<file path="src/rtl/sscx_pkg.sv">
// Constants and types shared by the synchronous serial channel
package sscx_pkg;
   localparam int          DATA_W       = 8;
   localparam int          ADDR_W       = 3;
   localparam logic [3:0]  FRAME_BITS   = 4'h8;
   localparam logic [3:0]  OVR_BIT_IDX  = 4'h6;
   // ==========================================================
   // Register offsets
   localparam logic [2:0]  ADDR_DATA    = 3'h0;
   localparam logic [2:0]  ADDR_STATUS  = 3'h1;
   localparam logic [2:0]  ADDR_BAUD    = 3'h2;
   localparam logic [2:0]  ADDR_MODE    = 3'h3;
   localparam logic [2:0]  ADDR_CTRL0   = 3'h4;
   localparam logic [2:0]  ADDR_CTRL1   = 3'h5;
   localparam logic [2:0]  ADDR_COMMON  = 3'h6;
   // ==========================================================
   // Field positions
   localparam int          MODE_LSB     = 0;
   localparam int          CLOCK_SOURCE_DIRECTION_BIT    = 3;
   localparam int          SRC_LSB      = 0;
   localparam int          TX_SHIFT_EMPTY_FLAG_BIT    = 3;
   localparam int          NCH_BIT      = 5;
   localparam int          CLOCK_POLARITY_SEL_BIT    = 6;
   localparam int          BIT_ORDER_SEL_BIT    = 7;
   localparam int          TE_BIT       = 0;
   localparam int          TI_BIT       = 1;
   localparam int          RE_BIT       = 2;
   localparam int          RI_BIT       = 3;
   localparam int          IRS_BIT      = 0;
   localparam int          RRM_BIT      = 2;
   localparam int          OVR_BIT      = 0;
   // ==========================================================
   // Mode codes, prescaler and reset values
   localparam logic [2:0]  MODE_OFF     = 3'h0;
   localparam logic [2:0]  MODE_SYNC    = 3'h1;
   localparam logic [2:0]  PRE8_LAST    = 3'h7;
   localparam logic [4:0]  PRE32_LAST   = 5'h1f;
   typedef enum logic [1:0] {
      SRC_DIV1  = 2'h0,
      SRC_DIV8  = 2'h1,
      SRC_DIV32 = 2'h2
   } sscx_src_type;
   typedef enum logic {
      ST_IDLE  = 1'b0,
      ST_SHIFT = 1'b1
   } sscx_state_type;
endpackage

</file>
<file path="src/rtl/sscx_sync.sv">
// Two-stage synchroniser for pin inputs
`timescale 1ns/1ps
`default_nettype none
module sscx_sync
   import sscx_pkg::*;
#(
   parameter int W = 2
)(
   input  wire logic         clk,     // System clock
   input  wire logic         reset,   // Synchronous reset
   input  wire logic [W-1:0] async_in, // Pin levels
   output logic      [W-1:0] sync_out  // Synchronised levels
);
   typedef struct packed {
      logic [W-1:0] meta;
      logic [W-1:0] stable;
   } sscx_sync_state_type;

   sscx_sync_state_type s;
   sscx_sync_state_type next_s;

   always_comb
   begin
      next_s.meta   = async_in;
      next_s.stable = s.meta;
   end

   always_ff @(posedge clk)
   begin
      if (reset)
         s <= '0;
      else
         s <= next_s;
   end

   assign sync_out = s.stable;
endmodule
`default_nettype wire

</file>
<file path="src/rtl/sscx_baud.sv">
// Prescaler and baud divider: one tick per half transfer clock
`timescale 1ns/1ps
`default_nettype none
module sscx_baud
   import sscx_pkg::*;
(
   input  wire logic         clk,     // System clock
   input  wire logic         reset,   // Synchronous reset
   input  wire logic         run,     // Divider running
   input  wire sscx_src_type src_sel, // Prescaled source select
   input  wire logic [7:0]   divisor, // Divider value n
   output logic              tick     // Half-period pulse
);
   typedef struct packed {
      logic [4:0] pre;
      logic [7:0] cnt;
      logic       tick;
   } sscx_baud_state_type;

   sscx_baud_state_type s;
   sscx_baud_state_type next_s;
   logic                src_en;

   always_comb
   begin
      unique case (src_sel)
         SRC_DIV1:  src_en = 1'b1;
         SRC_DIV8:  src_en = (s.pre[2:0] == PRE8_LAST);
         SRC_DIV32: src_en = (s.pre == PRE32_LAST);
         default:   src_en = 1'b0;
      endcase
   end

   // n+1 source pulses per half period, so 2(n+1) per clock
   always_comb
   begin
      next_s      = s;
      next_s.pre  = s.pre + 5'h1;
      next_s.tick = 1'b0;
      if (!run)
         next_s.cnt = divisor;
      else if (src_en)
      begin
         if (s.cnt == 8'h0)
         begin
            next_s.cnt  = divisor;
            next_s.tick = 1'b1;
         end
         else
            next_s.cnt = s.cnt - 8'h1;
      end
   end

   always_ff @(posedge clk)
   begin
      if (reset)
         s <= '0;
      else
         s <= next_s;
   end

   assign tick = s.tick;
endmodule
`default_nettype wire

</file>
<file path="src/rtl/sscx_channel.sv">
// Clock-synchronous serial channel with register port
//
// The implementer's own choices: the placing of the registers and strobed register access.
`timescale 1ns/1ps
`default_nettype none
module sscx_channel
   import sscx_pkg::*;
(
   input  wire logic              clk,                   // 25 MHz clock
   input  wire logic              reset,                 // Synchronous reset
   input  wire logic [ADDR_W-1:0] addr,                  // Register address
   input  wire logic [DATA_W-1:0] wdata,                 // Write data
   input  wire logic              wr,                    // Write strobe
   input  wire logic              rd,                    // Read strobe
   output logic      [DATA_W-1:0] rdata,                 // Read data, next cycle
   input  wire logic              serial_data_in,        // Data pin in
   output logic                   serial_data_out,       // Data pin out
   output logic                   serial_data_out_oe,    // Data pin enable
   input  wire logic              transfer_clock_pin_in, // Clock pin in
   output logic                   transfer_clock_pin_out, // Clock pin out
   output logic                   transfer_clock_pin_oe, // Clock pin enable
   output logic                   tx_irq_req,            // Transmit request pulse
   output logic                   rx_irq_req             // Receive request pulse
);
   typedef struct packed {
      logic [2:0]        mode;
      logic              clock_source_direction;
      sscx_src_type      src;
      logic              tx_shift_empty_flag;
      logic              open_drain_sel;
      logic              clock_polarity_sel;
      logic              bit_order_sel;
      logic              te;
      logic              ti;
      logic              re;
      logic              ri;
      logic              irs;
      logic              rrm;
      logic              ovr;
      logic [7:0]        baud;
      logic [7:0]        tx_buf;
      logic [7:0]        rx_buf;
      logic [7:0]        tx_sh;
      logic [7:0]        rx_sh;
      sscx_state_type    st;
      logic [3:0]        bits;
      logic              rx_on;
      logic              unread;
      logic              clk_lvl;
      logic              ext_prev;
      logic              dout;
      logic              pin_dout;
      logic              pin_doe;
      logic              pin_clk;
      logic              pin_coe;
      logic              tx_irq;
      logic              rx_irq;
      logic [DATA_W-1:0] rdata;
   } sscx_chan_state_type;

   sscx_chan_state_type s;
   sscx_chan_state_type next_s;
   logic [1:0]          pins_sync;
   logic                clk_sync;
   logic                din_sync;
   logic                tick;
   logic                mode_on;
   logic                edge_hit;
   logic                new_lvl;
   logic                launch;
   logic [7:0]          rx_shifted;

   // ==========================================================
   // Pin synchroniser and baud divider
   sscx_sync #(.W(2)) u_sync (
      .clk      (clk),
      .reset    (reset),
      .async_in ({transfer_clock_pin_in, serial_data_in}),
      .sync_out (pins_sync)
   );

   sscx_baud u_baud (
      .clk     (clk),
      .reset   (reset),
      .run     (s.st == ST_SHIFT && !s.clock_source_direction),
      .src_sel (s.src),
      .divisor (s.baud),
      .tick    (tick)
   );

   assign clk_sync = pins_sync[1];
   assign din_sync = pins_sync[0];
   assign mode_on  = (s.mode == MODE_SYNC);
   assign new_lvl  = s.clock_source_direction ? clk_sync : !s.clk_lvl;
   assign edge_hit = (s.st == ST_SHIFT) && (s.clock_source_direction ? (clk_sync != s.ext_prev) : tick);
   assign launch   = (new_lvl == s.clock_polarity_sel);
   assign rx_shifted = s.bit_order_sel ? {s.rx_sh[6:0], din_sync}
                               : {din_sync, s.rx_sh[7:1]};

   // ==========================================================
   // Register port, transfer engine, pins
   always_comb
   begin
      next_s          = s;
      next_s.tx_irq   = 1'b0;
      next_s.rx_irq   = 1'b0;
      next_s.rdata    = '0;
      next_s.ext_prev = clk_sync;
      if (!mode_on || !s.re)
         next_s.ovr = 1'b0;
      if (!mode_on)
      begin
         next_s.st   = ST_IDLE;
         next_s.dout = 1'b1;
      end
      else if (s.st == ST_IDLE)
      begin
         if (s.te && !s.ti && (!s.clock_source_direction || clk_sync == !s.clock_polarity_sel))
         begin
            next_s.st     = ST_SHIFT;
            next_s.tx_sh  = s.tx_buf;
            next_s.ti     = 1'b1;
            next_s.tx_shift_empty_flag  = 1'b0;
            next_s.tx_irq = !s.irs;
            next_s.rx_on  = s.re;
            next_s.unread = s.ri;
            next_s.bits   = 4'h0;
         end
      end
      else if (edge_hit)
      begin
         next_s.clk_lvl = new_lvl;
         if (launch)
         begin
            next_s.dout  = s.bit_order_sel ? s.tx_sh[7] : s.tx_sh[0];
            next_s.tx_sh = s.bit_order_sel ? {s.tx_sh[6:0], 1'b0} : {1'b0, s.tx_sh[7:1]};
         end
         else
         begin
            next_s.rx_sh = rx_shifted;
            next_s.bits  = s.bits + 4'h1;
            if (s.bits == OVR_BIT_IDX && s.rx_on && s.unread)
               next_s.ovr = 1'b1;
            if (s.bits + 4'h1 == FRAME_BITS)
            begin
               next_s.st     = ST_IDLE;
               next_s.tx_shift_empty_flag  = 1'b1;
               next_s.tx_irq = s.irs;
               if (s.rx_on)
               begin
                  next_s.rx_buf = rx_shifted;
                  next_s.rx_irq = 1'b1;
               end
            end
         end
      end
      if (wr)
      begin
         unique case (addr)
            ADDR_DATA:
            begin
               next_s.tx_buf = wdata;
               next_s.ti     = 1'b0;
            end
            ADDR_BAUD:
               next_s.baud = wdata;
            ADDR_MODE:
            begin
               next_s.mode  = wdata[MODE_LSB +: 3];
               next_s.clock_source_direction = wdata[CLOCK_SOURCE_DIRECTION_BIT];
            end
            ADDR_CTRL0:
            begin
               next_s.src   = sscx_src_type'(wdata[SRC_LSB +: 2]);
               next_s.open_drain_sel   = wdata[NCH_BIT];
               next_s.clock_polarity_sel = wdata[CLOCK_POLARITY_SEL_BIT];
               next_s.bit_order_sel = wdata[BIT_ORDER_SEL_BIT];
            end
            ADDR_CTRL1:
            begin
               next_s.te = wdata[TE_BIT];
               next_s.re = wdata[RE_BIT];
            end
            ADDR_COMMON:
            begin
               next_s.irs = wdata[IRS_BIT];
               next_s.rrm = wdata[RRM_BIT];
            end
            default:
               next_s.baud = s.baud;
         endcase
      end
      if (rd)
      begin
         unique case (addr)
            ADDR_DATA:
            begin
               next_s.rdata  = s.rx_buf;
               next_s.unread = 1'b0;
               next_s.ri     = 1'b0;
               if (s.rrm && s.st == ST_IDLE)
                  next_s.ti = 1'b0;
            end
            ADDR_STATUS: next_s.rdata[OVR_BIT]   = s.ovr;
            ADDR_BAUD:   next_s.rdata            = s.baud;
            ADDR_MODE:
            begin
               next_s.rdata[MODE_LSB +: 3] = s.mode;
               next_s.rdata[CLOCK_SOURCE_DIRECTION_BIT]     = s.clock_source_direction;
            end
            ADDR_CTRL0:
            begin
               next_s.rdata[SRC_LSB +: 2] = s.src;
               next_s.rdata[TX_SHIFT_EMPTY_FLAG_BIT]    = s.tx_shift_empty_flag;
               next_s.rdata[NCH_BIT]      = s.open_drain_sel;
               next_s.rdata[CLOCK_POLARITY_SEL_BIT]    = s.clock_polarity_sel;
               next_s.rdata[BIT_ORDER_SEL_BIT]    = s.bit_order_sel;
            end
            ADDR_CTRL1:
            begin
               next_s.rdata[TE_BIT] = s.te;
               next_s.rdata[TI_BIT] = s.ti;
               next_s.rdata[RE_BIT] = s.re;
               next_s.rdata[RI_BIT] = s.ri;
            end
            ADDR_COMMON:
            begin
               next_s.rdata[IRS_BIT] = s.irs;
               next_s.rdata[RRM_BIT] = s.rrm;
            end
            default:     next_s.rdata = '0;
         endcase
      end
      // Landing beats a same-cycle buffer read
      if (next_s.rx_irq)
         next_s.ri = 1'b1;
      if (next_s.st == ST_IDLE)
         next_s.clk_lvl = !next_s.clock_polarity_sel;
      next_s.pin_clk  = next_s.clk_lvl;
      next_s.pin_coe  = (next_s.mode == MODE_SYNC) && !next_s.clock_source_direction;
      next_s.pin_dout = next_s.open_drain_sel ? 1'b0 : next_s.dout;
      next_s.pin_doe  = (next_s.mode == MODE_SYNC) && !(next_s.open_drain_sel && next_s.dout);
   end

   always_ff @(posedge clk)
   begin
      if (reset)
      begin
         s       <= '0;
         s.ti    <= 1'b1;
         s.tx_shift_empty_flag <= 1'b1;
         s.dout  <= 1'b1;
      end
      else
         s <= next_s;
   end

   assign rdata                  = s.rdata;
   assign serial_data_out        = s.pin_dout;
   assign serial_data_out_oe     = s.pin_doe;
   assign transfer_clock_pin_out = s.pin_clk;
   assign transfer_clock_pin_oe  = s.pin_coe;
   assign tx_irq_req             = s.tx_irq;
   assign rx_irq_req             = s.rx_irq;
endmodule
`default_nettype wire

</file>
<file path="config.mk">
export PLATFORM = sky130hd
export DESIGN_NAME = sscx_channel
export DESIGN_NICKNAME = d
export VERILOG_FILES = /design/src/rtl/sscx_pkg.sv /design/src/rtl/sscx_sync.sv /design/src/rtl/sscx_baud.sv /design/src/rtl/sscx_channel.sv
export SDC_FILE = /design/constraint.sdc
export NUM_CORES = 1
export LEC_CHECK = 0
export BUFFER_PORTS_ARGS = -buffer_cell sky130_fd_sc_hd__buf_2
export CELL_PAD_IN_SITES_DETAIL_PLACEMENT = 0
export CELL_PAD_IN_SITES_GLOBAL_PLACEMENT = 1
export CORE_ASPECT_RATIO = 1.1
export CORE_UTILIZATION = 50
export CTS_CLUSTER_SIZE = 12
export DETAILED_ROUTE_END_ITERATION = 8
export GPL_ROUTABILITY_DRIVEN = 0
export GPL_TIMING_DRIVEN = 0
export PLACE_DENSITY_LB_ADDON = 0.1
export SLEW_MARGIN = 15
export SYNTH_ARGS = -nofsm -noshare
export SYNTH_HDL_FRONTEND = slang
export SYNTH_SLANG_ARGS = --single-unit
</file>
<file path="constraint.sdc">
create_clock -name clk -period 4.1 [get_ports clk]
set_input_delay 0.615 -clock clk [delete_from_list [all_inputs] [get_ports clk]]
set_output_delay 0.615 -clock clk [all_outputs]
set_load 0.01 [all_outputs]
</file>
# Word level (Yosys, flattened, before mapping)
# Index checks and enable logic that the tools add are counted.
# classes
n_addsub	3
eq_ne	25
muxes	72
bitwise_logic	6
reduce_logical	45
# op_table
cell	count
two-way mux 8 bit	7
two-way mux 1 bit	44
two-way mux 21 bit	1
one-hot mux 1 bit (5 select lines)	3
two-way mux 13 bit	1
equality test 3 bit (second input constant)	4
two-way mux 6 bit	2
AND reduction 2 bit	6
AND reduction 4 bit	3
logical AND 1 bit	10
logical NOT 1 bit	10
two-way mux 2 bit	5
inequality test 2 x 1 -> 1 bit (second input constant)	5
equality test 3 x 1 -> 1 bit (second input constant)	3
two-way mux 9 bit	1
one-hot mux 3 bit (3 select lines)	1
logical NOT 8 bit	1
subtractor 8 x 1 -> 8 bit (second input constant)	1
two-way mux 7 bit	1
one-hot mux 1 bit (7 select lines)	1
equality test 3 x 2 -> 1 bit (second input constant)	2
inequality test 2 bit (second input constant)	3
NOT 1 bit	6
AND reduction 3 bit	2
22 further kinds	28
# word_totals
regBits	98
inputBits	17
output_inout_bits	14
word_cells	188

# Longest topological paths before layout
# Gate-level depths: netlist (run 1).
# depth
ltp_word	12
mapped_depth	9
ltp_nobuf	8

# Modules after synthesis
# Synthesis (run 1) repeated with hierarchy kept, for this count alone.
# hier_totals
cells_unflattened	526
area_unflattened_um2	4678.2
# modules_own_cells
module	n_inst	cells_each	area_per_inst_um2	seq_area_each_um2
sscx_channel	1	420	3744.8	1601.5
sscx_baud	1	98	828.3	280.3
sscx_sync	1	8	105.1	80.1

# Worst setup path before layout (run 1)
# No wires, ideal clock.
# synth_timing
path_type	input to register
start	input port addr[2]
end	register s, in the netlist serial_data_out
setup_time_ps	80
t_arrival_ps	1886
required_time_ps	4020
setup_slack_ps	2134
path_stages	6
path_buffers	2
cell_sequence	clkbuf_1 > nor2b_1 > and3b_1 > buf_2 > mux2i_1 > nor3b_1
# synth_between
elab_chain_cells	4
# synth_lines
item	line	text
start, declared	sscx_channel.sv:11	input wire logic [ADDR_W-1:0] addr,
equality test 3 bit	sscx_channel.sv:159	unique case (addr)
two-way mux 3 bit	sscx_channel.sv:159	
two-way mux 6 bit	sscx_channel.sv:157	if (wr)
OR reduction 2 bit (no line)	n/a	
end signal, assigned	sscx_channel.sv:255	s <= next_s;
end, declared	sscx_channel.sv:61	sscx_chan_state_type s;
# Every way passes these cells.
# A chain may end at the register's enable or synchronous reset.

# Worst setup path in the final report (run 1)
# layout_timing
start	register s[23] (netlist bit)
end	register s, in the netlist serial_data_out
# layout_between
elab_chain_cells	4
# layout_lines
item	line	text
logical AND 1 bit	sscx_channel.sv:95	assign edge_hit = (s.st == ST_SHIFT) && (s.clock_source_direction ? (clk_sync != s.ext_prev) : tick);
two-way mux 1 bit	sscx_channel.sv:130	else if (edge_hit)
two-way mux 1 bit (*)	sscx_channel.sv:116	else if (s.st == ST_IDLE)
two-way mux 1 bit (*)	sscx_channel.sv:111	if (!mode_on)
# Every way passes the cells marked *; elsewhere a longest branch is shown, timed or not.

==> results of run 1 <==
==> Yosys cell counts (3+ instances only) <==
cell,n
inv_1,10
ha_1,9
o21ai_0,12
dfxtp_1,98
nor2_1,53
or3_1,5
a21oi_1,43
buf_4,8
and3_1,3
and2_1,4
nand2_1,51
nor4_1,9
a211oi_1,11
nand3b_1,3
nor3_1,18
o2bb2ai_1,3
nand2b_1,9
mux2i_1,39
nor3b_1,3
nand4_1,4
nor2b_1,15
nand3_1,12
mux2_2,8
buf_2,5
a311oi_1,8
buf_6,5
a31oi_1,15
a32oi_1,4
buf_1,3
clkbuf_1,17
==> per-layer routing <==
metal  GRT usage (%)  share of wire, %  wire, µm  vias up
met5               0                 0         0        -
met1            34.7                45      5560     1884
met4            11.2               2.5       308        0
met3            3.58               6.0       738       31
li1                -                 -         -     1979
met2            43.6                46      5610      144
==> state kept, by name (all words and copies together) (netlist names) <==
| name | cells |
|---|---|
| u_sync.sync_out | 2 |
| serial_data_out_oe | 1 |
| rdata | 8 |
| u_sync.next_s | 2 |
| rx_irq_req | 1 |
| transfer_clock_pin_out | 1 |
| u_baud.s | 13 |
| transfer_clock_pin_oe | 1 |
| u_baud.tick | 1 |
| tx_irq_req | 1 |
| s | 66 |
| serial_data_out | 1 |
==> worst max-delay path, cell delays in order (launching register included) <==
cell	delay (ns)
dfxtp_1	0.49
o21ai_0	0.21
a21oi_1	0.42
o21ai_0	0.18
a211oi_1	0.59
nor3b_1	0.15
==> final timing paths <==
check / start / to / cells after the start
worst min-delay path: transfer_clock_pin_in / u_sync.next_s[1] / 2
worst max register to register: s[23] / serial_data_out / 5
worst max-delay path: s[23] / serial_data_out / 5
worst min register to register: u_sync.next_s[1] / u_sync.sync_out[1] / 1
==> cell families (layout without fill, tap and decap cells) <==
logic type,Yosys count,in the layout
adder cells (fa/ha/maj),9,9
flip-flops,98,98
multiplexers,48,48
buffers and inverters,50,95
AND/OR/NAND/NOR,199,199
AO/OA/AOI/OAI,121,121
XOR/XNOR,3,3
==> metrics by stage <==
stage	utilization [%]	worst slack (ns)
finish	57.2	1.93
global route	57.2	1.71
CTS	57.2	1.95
detailed placement	55.2	1.69
global placement	55.2	1.70
floorplan	-	2.13
==> layout make-up <==
class	count	area (µm²)	share of cell area [%]
Buffer	39	225	4.39
Sequential cell	98	1960	38.3
Tap cell	114	143	2.78
Multi-Input combinational cell	380	2430	47.4
Clock buffer	9	124	2.42
Clock inverter	7	58.8	1.15
Inverter	11	41.3	0.805
Timing Repair Buffer	29	145	2.83
==> power groups by stage <==
| stage | sequential (mW) | clock [mW] | combinational [mW] |
|---|---|---|---|
| after detailed placement | 1.00 | 0 | 0.126 |
| after global placement | 1.00 | 0 | 0.124 |
| after global routing | 0.980 | 0.652 | 0.139 |
| final | 0.979 | 0.609 | 0.127 |
| after CTS | 0.978 | 0.622 | 0.126 |
| after floorplan | 0.996 | 0 | 0.0830 |
==> flow_metrics.py, run 1 <==
metrics = {
    "layout": {
        "drive_gt1_share_pct": 14.5,
        "antenna_cells": 0,
        "final_cell_count_no_fill": 687,
        "final_cell_area_um2": 5130,
        "final_cell_mix": "dfxtp_1, nor2_1, nand2_1",
        "fillerInstances": 825,
        "areaGrowthSynthToFinish_pct": 10.1,
        "final_nets": 594,
        "layout_commonest_cell": "dfxtp_1",
    },
    "floorplanning": {
        "ios": 31,
        "die_h_um": 103,
        "start_util_pct": 52.0,
        "core_um2": 8960,
        "rows": 36,
        "design.die.area_um2": 9700,
        "die_w_um": 94.0,
    },
    "synthesis": {
        "yosys.area_share.adder_pct": 2.42,
        "synthSimpleGateAreaFrac_pct": 20.9,
        "syn_avg_cell_area_um2": 8.82,
        "synth-edff-count": 0,
        "synth.area.mux_share_pct": 10.8,
        "ys_seq_area_share_pct": 42.1,
        "synth_top_family_by_area": "simple AND/OR/NAND/NOR gates",
        "synth_cells": 528,
        "yosys.area.top_type": "dfxtp_1",
        "synth_ff_type": "dfxtp_1",
        "synth.area.top_cells": "dfxtp_1, mux2i_1, a21oi_1, nor2_1, nand2_1",
        "synth-xor-area-share_pct": 0.564,
        "ys_seq_elements": 98,
        "synth_top_area_share_pct": 42.1,
        "synth_compound_area_share_pct": 17.4,
        "yosys_warnings": 0,
        "syn_area_um2": 4660,
        "synthArstFlopShare_pct": 0,
        "syn_nets": 554,
        "yosysUniqueCellTypes": 62,
    },
    "power": {
        "pwr_density_cell_nw_per_um2": 334,
        "swShare_pct": 27.5,
        "pwr-share-clk_pct": 35.5,
        "vdd_drop_max_mv": 0.189,
        "leakage_nw": 1.83,
        "comb_power_share_pct": 7.4,
        "seqPwrFrac_pct": 57.1,
        "p_int_mw": 1.24,
        "finalPower_mw": 1.71,
        "p_sw_uw": 471,
    },
    "global_route": {
        "track_usage_pct": 26.4,
        "antenna_found_initial": 0,
        "grt_pass1_vias": 3666,
        "grt_max_degree": 19,
        "grt_first_pass_wirelength_mm": 19.1,
        "overflow": 0,
    },
    "placed_design": {
        "dp_hpwl_mm": 9.01,
        "port_buffers": 29,
        "place_area_um2": 4940,
        "place_inst": 671,
    },
    "drt": {
        "viasPerCell": 5.88,
        "wl_per_cell_um": 17.8,
        "first_pass_iters": 6,
        "routed_wl_mm": 12.2,
        "drc": 0,
        "num_vias": 4038,
        "first_iter_violations": 310,
        "ant_nets": 0,
    },
    "clock_tree": {
        "cts_made_buffers": 9,
        "cts_tree": "yes",
        "clk_pin_slew_worst_paths_ns": 0.11,
        "clock_path_buffers": 2,
        "cts_resized": 0,
        "cts.sinks": 98,
        "clock-root-buffer": "clkbuf_8",
        "clkLatencyLatePin_ns": 0.39,
        "cts_hold_buf": 0,
        "cts_setup_buffers": 0,
        "cts.htree.levels": 3,
    },
    "worst_setup_path": {
        "startpoint_type": "register",
        "worstPathArrival_ns": 2.42,
        "r2r_slack_ns": 1.93,
        "path_max_fanout": 8,
        "crit_type": "register to register",
        "end_kind": "register",
        "required_ns": 4.35,
    },
    "sta": {
        "rsz0062_at_grt": "no",
        "tightest_slew_ns": 1.15,
        "fmax_ghz": 0.460,
        "fin_tns_setup_ns": 0,
        "period_share_pct": 53.0,
        "fin_worst_skew_ns": 0.0153,
        "max_slew_margin_pct": 23.4,
        "slew_violations": 0,
        "hold_viol": 0,
        "timing.hold.ws_ns": 0.439,
        "period_needed_ns": 2.17,
        "setup_viol": 0,
    },
    "min_path": {
        "hold_class": "primary input to register",
    },
    "job": {
        "drv_cap": 0,
    },
    "outcome": {
        "status": "finished clean",
    },
}
Power figures use the tool's default switching activity.
==> inputs of run 2 (changes only) <==
CORE_UTILIZATION = 42   (was 50)
clock period = 2 ns   (was 4.1 ns; I/O delays follow)
==> run 2 against run 1 <==
Compared with the run above: register-to-register slack got worse by 1.9 ns; sequential power rose by 110%; sequential cell count did not move; critical endpoint is now u_baud.s[8].
==> flow_metrics.py, run 2 (same netlist as run 1, synthesis figures left out) <==
metrics = {
    "outcome": {
        "status": "finished clean",
    },
    "power": {
        "pwr_density_cell_nw_per_um2": 731,
        "vdd_drop_max_mv": 0.417,
        "leakage_nw": 1.93,
    },
    "worst_setup_path": {
        "path_buf_inv": 0,
        "crit_slowest_cell": "dfxtp_1",
        "max_stage_delay_ns": 0.37,
        "cp_top_family": "compound AO/OA/AOI/OAI gates",
        "crit_type": "register to register",
        "required_ns": 2.20,
        "path_max_fanout": 9,
        "worstPathArrival_ns": 2.13,
        "worst_path_most_repeated_cell": "ha_1",
        "cp_cell_sequence": "ha_1 -> and3_1 -> ha_1 -> nand2b_1 -> a21bo_2 -> o31ai_1 -> a311oi_1",
        "end_kind": "register",
        "startpoint_type": "register",
    },
    "drt": {
        "viasPerCell": 5.53,
        "ant_nets": 0,
        "drc": 0,
        "first_pass_iters": 4,
        "wl_per_cell_um": 17.4,
        "num_vias": 3963,
        "routed_wl_mm": 12.5,
        "first_iter_violations": 230,
    },
    "layout": {
        "final_nets": 595,
        "largest_reg_flops": 66,
        "drive_gt1_share_pct": 18.3,
        "fillerInstances": 1040,
        "final_cell_mix": "dfxtp_1, nor2_1, nand2_1",
        "antenna_cells": 0,
        "layout_commonest_cell": "dfxtp_1",
        "final_cell_count_no_fill": 717,
        "areaGrowthSynthToFinish_pct": 15.5,
        "final_cell_area_um2": 5380,
        "regMostFlops": "s",
    },
    "sta": {
        "fin_worst_skew_ns": 0.00810,
        "hold_viol": 0,
        "fmax_ghz": 0.518,
        "period_needed_ns": 1.93,
        "fin_tns_setup_ns": 0,
        "period_share_pct": 96.6,
        "slew_violations": 0,
        "setup_viol": 0,
        "max_slew_margin_pct": 34.9,
        "tightest_slew_ns": 0.969,
    },
    "placed_design": {
        "port_buffers": 29,
        "dp_hpwl_mm": 9.52,
        "place_inst": 700,
        "place_area_um2": 4980,
    },
    "floorplanning": {
        "start_util_pct": 44.0,
        "die_w_um": 102,
        "design.die.area_um2": 11500,
        "die_h_um": 112,
        "ios": 31,
        "rows": 39,
        "core_um2": 10600,
    },
    "job": {
        "drv_cap": 0,
    },
    "clock_tree": {
        "clock-root-buffer": "clkbuf_16",
        "cts_tree": "yes",
        "cts_made_buffers": 9,
        "clock_path_buffers": 2,
        "cts_hold_buf": 0,
        "cts.htree.levels": 3,
        "clkLatencyLatePin_ns": 0.35,
        "clk_pin_slew_worst_paths_ns": 0.07,
        "cts.sinks": 98,
    },
    "global_route": {
        "grt_max_degree": 16,
        "overflow": 0,
        "antenna_found_initial": 0,
        "track_usage_pct": 22.7,
        "grt_first_pass_wirelength_mm": 19.7,
        "grt_pass1_vias": 3673,
    },
    "min_path": {
        "hold_class": "primary input to register",
    },
}
-- run 2: path summary, 6_finish.rpt --
kind	from	to	slack [ns]	cells past startpoint
max	u_baud.s[9]	u_baud.s[8]	0.07	7
min	serial_data_in	u_sync.next_s[0]	0.16	2
max reg2reg	u_baud.s[9]	u_baud.s[8]	0.07	7
min reg2reg	u_sync.next_s[1]	u_sync.sync_out[1]	0.44	1
-- run 2: area by class of cell --
cell class                      count  area, µm²  share of cell area, %
Buffer                             36        220                   4.09
Clock buffer                       12        256                   4.77
Clock inverter                      4       26.3                  0.488
Inverter                           11       41.3                  0.768
Multi-Input combinational cell    380       2510                   46.7
Sequential cell                    98       1970                   36.6
Tap cell                          143        179                   3.33
Timing Repair Buffer               33        175                   3.26
-- run 2: power breakdown --
group / internal (mW) / switching, mW / leakage [nW] / total (mW)
clock: 0.910 / 0.747 / 0.139 / 1.66
sequential: 1.98 / 0.0282 / 0.795 / 2.01
combinational: 0.0997 / 0.165 / 0.996 / 0.265
-- run 2: what timing repair did --
action / in CTS / in global routing
gates resized for setup: 10 / 20
pin swaps: 1 / 2
setup endpoints to repair: 35 / 31
setup buffers: 2 / 2
hold endpoints to repair: 0 / 0
-- run 2: layer usage --
metal	GRT usage [%]	vias to the layer above	wire (µm)
met5	0	-	0
met4	8.57	0	308
met2	35.4	89	5690
met1	31.3	1871	5960
met3	3.61	17	516
li1	-	1986	-
-- run 2: worst reg2reg max path: cells and delay by family (launching register included) --
family	cells	cell delay [ns]
flops	1	0.37
compound gates	3	0.72
simple gates	2	0.29
fa+ha+maj	2	0.42
-- run 2: per-stage QoR --
| stage | power (mW) | hold WS [ns] | utilization, % | setup slack [ns] |
|---|---|---|---|---|
| floorplan | 2.21 | 0.380 | - | 0.166 |
| global placement | 2.31 | 0.420 | 47.0 | -0.181 |
| detailed placement | 2.31 | 0.428 | 47.0 | -0.248 |
| CTS | 3.97 | 0.157 | 50.0 | 0.000905 |
| global route | 4.07 | 0.180 | 50.8 | -0.0169 |
| finish | 3.93 | 0.164 | 50.8 | 0.0678 |
==> inputs of run 3 (changes only) <==
CORE_MARGIN = 3   (was not set)
CTS_BUF_LIST = sky130_fd_sc_hd__clkbuf_16   (was not set)
SETUP_SLACK_MARGIN = 0.05   (was not set)
==> run 3 against run 2 <==
Compared with the run above: clock power increased by 4%; first-iteration DRC count decreased by 8.3%; sequential power barely moved; critical path depth did not move.
==> flow_metrics.py, run 3 (same netlist as run 1, synthesis figures left out) <==
metrics = {
    "floorplanning": {
        "ios": 31,
        "design.die.area_um2": 12400,
        "core_um2": 10600,
        "die_w_um": 106,
        "rows": 39,
        "start_util_pct": 44.0,
        "die_h_um": 116,
    },
    "min_path": {
        "hold_class": "primary input to register",
        "worstHoldStart": "transfer_clock_pin_in",
        "worstHoldPathCells": 2,
        "hold_end": "u_sync.next_s[1]",
    },
    "sta": {
        "period_needed_ns": 1.93,
        "slew_violations": 0,
        "max_slew_margin_pct": 54.7,
        "setup_viol": 0,
        "rsz0062_at_grt": "yes",
        "period_share_pct": 96.5,
        "fin_tns_setup_ns": 0,
        "fin_worst_skew_ns": 0.00752,
        "hold_viol": 0,
        "worst_slack_ns": 0.0695,
        "tightest_slew_ns": 0.679,
        "fmax_ghz": 0.518,
    },
    "clock_tree": {
        "clkLatencyLatePin_ns": 0.34,
        "cts_tree": "yes",
        "cts.sinks": 98,
        "clk_pin_slew_worst_paths_ns": 0.07,
        "cts_made_buffers": 9,
        "clock-root-buffer": "clkbuf_16",
        "cts.htree.levels": 3,
        "clock_path_buffers": 2,
    },
    "worst_setup_path": {
        "crit_slowest_cell": "dfxtp_2",
        "cp_cell_sequence": "o21ai_0 -> a21o_1 -> buf_6 -> nor4_2 -> buf_4 -> mux2i_1 -> nor2_1",
        "crit_type": "register to register",
        "r2r-start": "s[23]",
        "rr_worst_depth": 7,
        "r2r_slack_ns": 0.07,
        "max_stage_delay_ns": 0.43,
        "reg2reg_to": "s[24]",
        "required_ns": 2.21,
        "worstPathArrival_ns": 2.14,
        "end_kind": "register",
        "startpoint_type": "register",
        "path_max_fanout": 10,
    },
    "layout": {
        "final_util_pct": 51.4,
        "fillerInstances": 1053,
        "regMostFlops": "s",
        "final_cell_count_no_fill": 721,
        "largest_reg_flops": 66,
        "areaGrowthSynthToFinish_pct": 17.0,
        "final_cell_mix": "dfxtp_1, nor2_1, nand2_1",
        "final_cell_area_um2": 5450,
        "final_nets": 599,
        "drive_gt1_share_pct": 19.7,
        "antenna_cells": 0,
        "layout_commonest_cell": "dfxtp_1",
    },
    "global_route": {
        "overflow": 0,
        "track_usage_pct": 21.6,
        "grt_pass1_vias": 3831,
        "antenna_found_initial": 0,
        "grt_first_pass_wirelength_mm": 20.5,
        "grt_max_degree": 17,
    },
    "placed_design": {
        "port_buffers": 29,
        "dp_hpwl_mm": 9.64,
        "pre_cts_ws_ns": -0.216,
        "place_inst": 700,
        "place_area_um2": 4980,
    },
    "drt": {
        "viasPerCell": 5.59,
        "wl_per_cell_um": 18.0,
        "ant_nets": 0,
        "first_iter_violations": 211,
        "routed_wl_mm": 13.0,
        "first_pass_iters": 4,
        "num_vias": 4027,
        "drc": 0,
    },
    "power": {
        "leakage_nw": 1.96,
        "pwr_density_cell_nw_per_um2": 736,
        "vdd_drop_max_mv": 0.356,
    },
    "outcome": {
        "status": "finished clean",
    },
    "job": {
        "drv_cap": 0,
    },
}
run 3: timing repair:
action | CTS | global route
cloned | 0 | 1
gates resized for setup | 15 | 20
hold buffers | 0 | 0
endpoints found under the hold margin | 0 | 0
buffers inserted | 4 | 3
endpoints found under the setup margin | 41 | 40
pin swaps | 2 | 5
run 3: power by group:
group / switching (mW) / internal (mW)
clock network: 0.764 / 0.968
registers: 0.0292 / 1.98
logic: 0.166 / 0.101
run 3: metrics by stage:
stage               hold slack [ns]  power [mW]
finish                        0.169        4.01
global route                  0.187        4.17
CTS                           0.162        4.05
detailed placement            0.438        2.31
global placement              0.420        2.31
floorplan                     0.380        2.21
run 3: worst max-delay path: cells and delay by family (launching register included):
family	cells	cell delay, ns
DFF	1	0.43
AOI/OAI and AO/OA	2	0.39
buffers and inverters	2	0.39
and+or+nand+nor	2	0.36
muxes	1	0.22
run 3: area by class of cell:
type / instances / area (µm²) / area share (%)
clock buffers: 9 / 225 / 4.13
flip-flops and latches: 98 / 1970 / 36.2
inverters: 11 / 41.3 / 0.758
well taps: 143 / 179 / 3.28
plain buffers: 36 / 220 / 4.04
clock inverters: 7 / 68.8 / 1.26
repair buffers: 36 / 198 / 3.63
multi-input cells: 381 / 2540 / 46.7
run 3: metal layers:
| metal | wire length, µm | vias up | part of all wire (%) | GRT usage [%] |
|---|---|---|---|---|
| met3 | 559 | 18 | 4.3 | 3.65 |
| met4 | 251 | 0 | 1.9 | 7.94 |
| li1 | - | 2003 | - | - |
| met5 | 0 | - | 0 | 0 |
| met2 | 6120 | 87 | 47 | 35.4 |
| met1 | 6060 | 1919 | 47 | 28.8 |
run 3: worst max-delay path by stage:
stage	start	end	slack, ns	depth (start not counted)
finish	s[23]	s[24]	0.07	7
global route	s[23]	s[24]	-0.02	7
CTS	u_sync.sync_out[1]	s[37]	0.06	6
detailed placement	u_baud.s[9]	u_baud.s[4]	-0.22	8
global placement	u_baud.s[9]	u_baud.s[4]	-0.16	8
floorplan	u_baud.s[9]	u_baud.s[3]	0.17	9
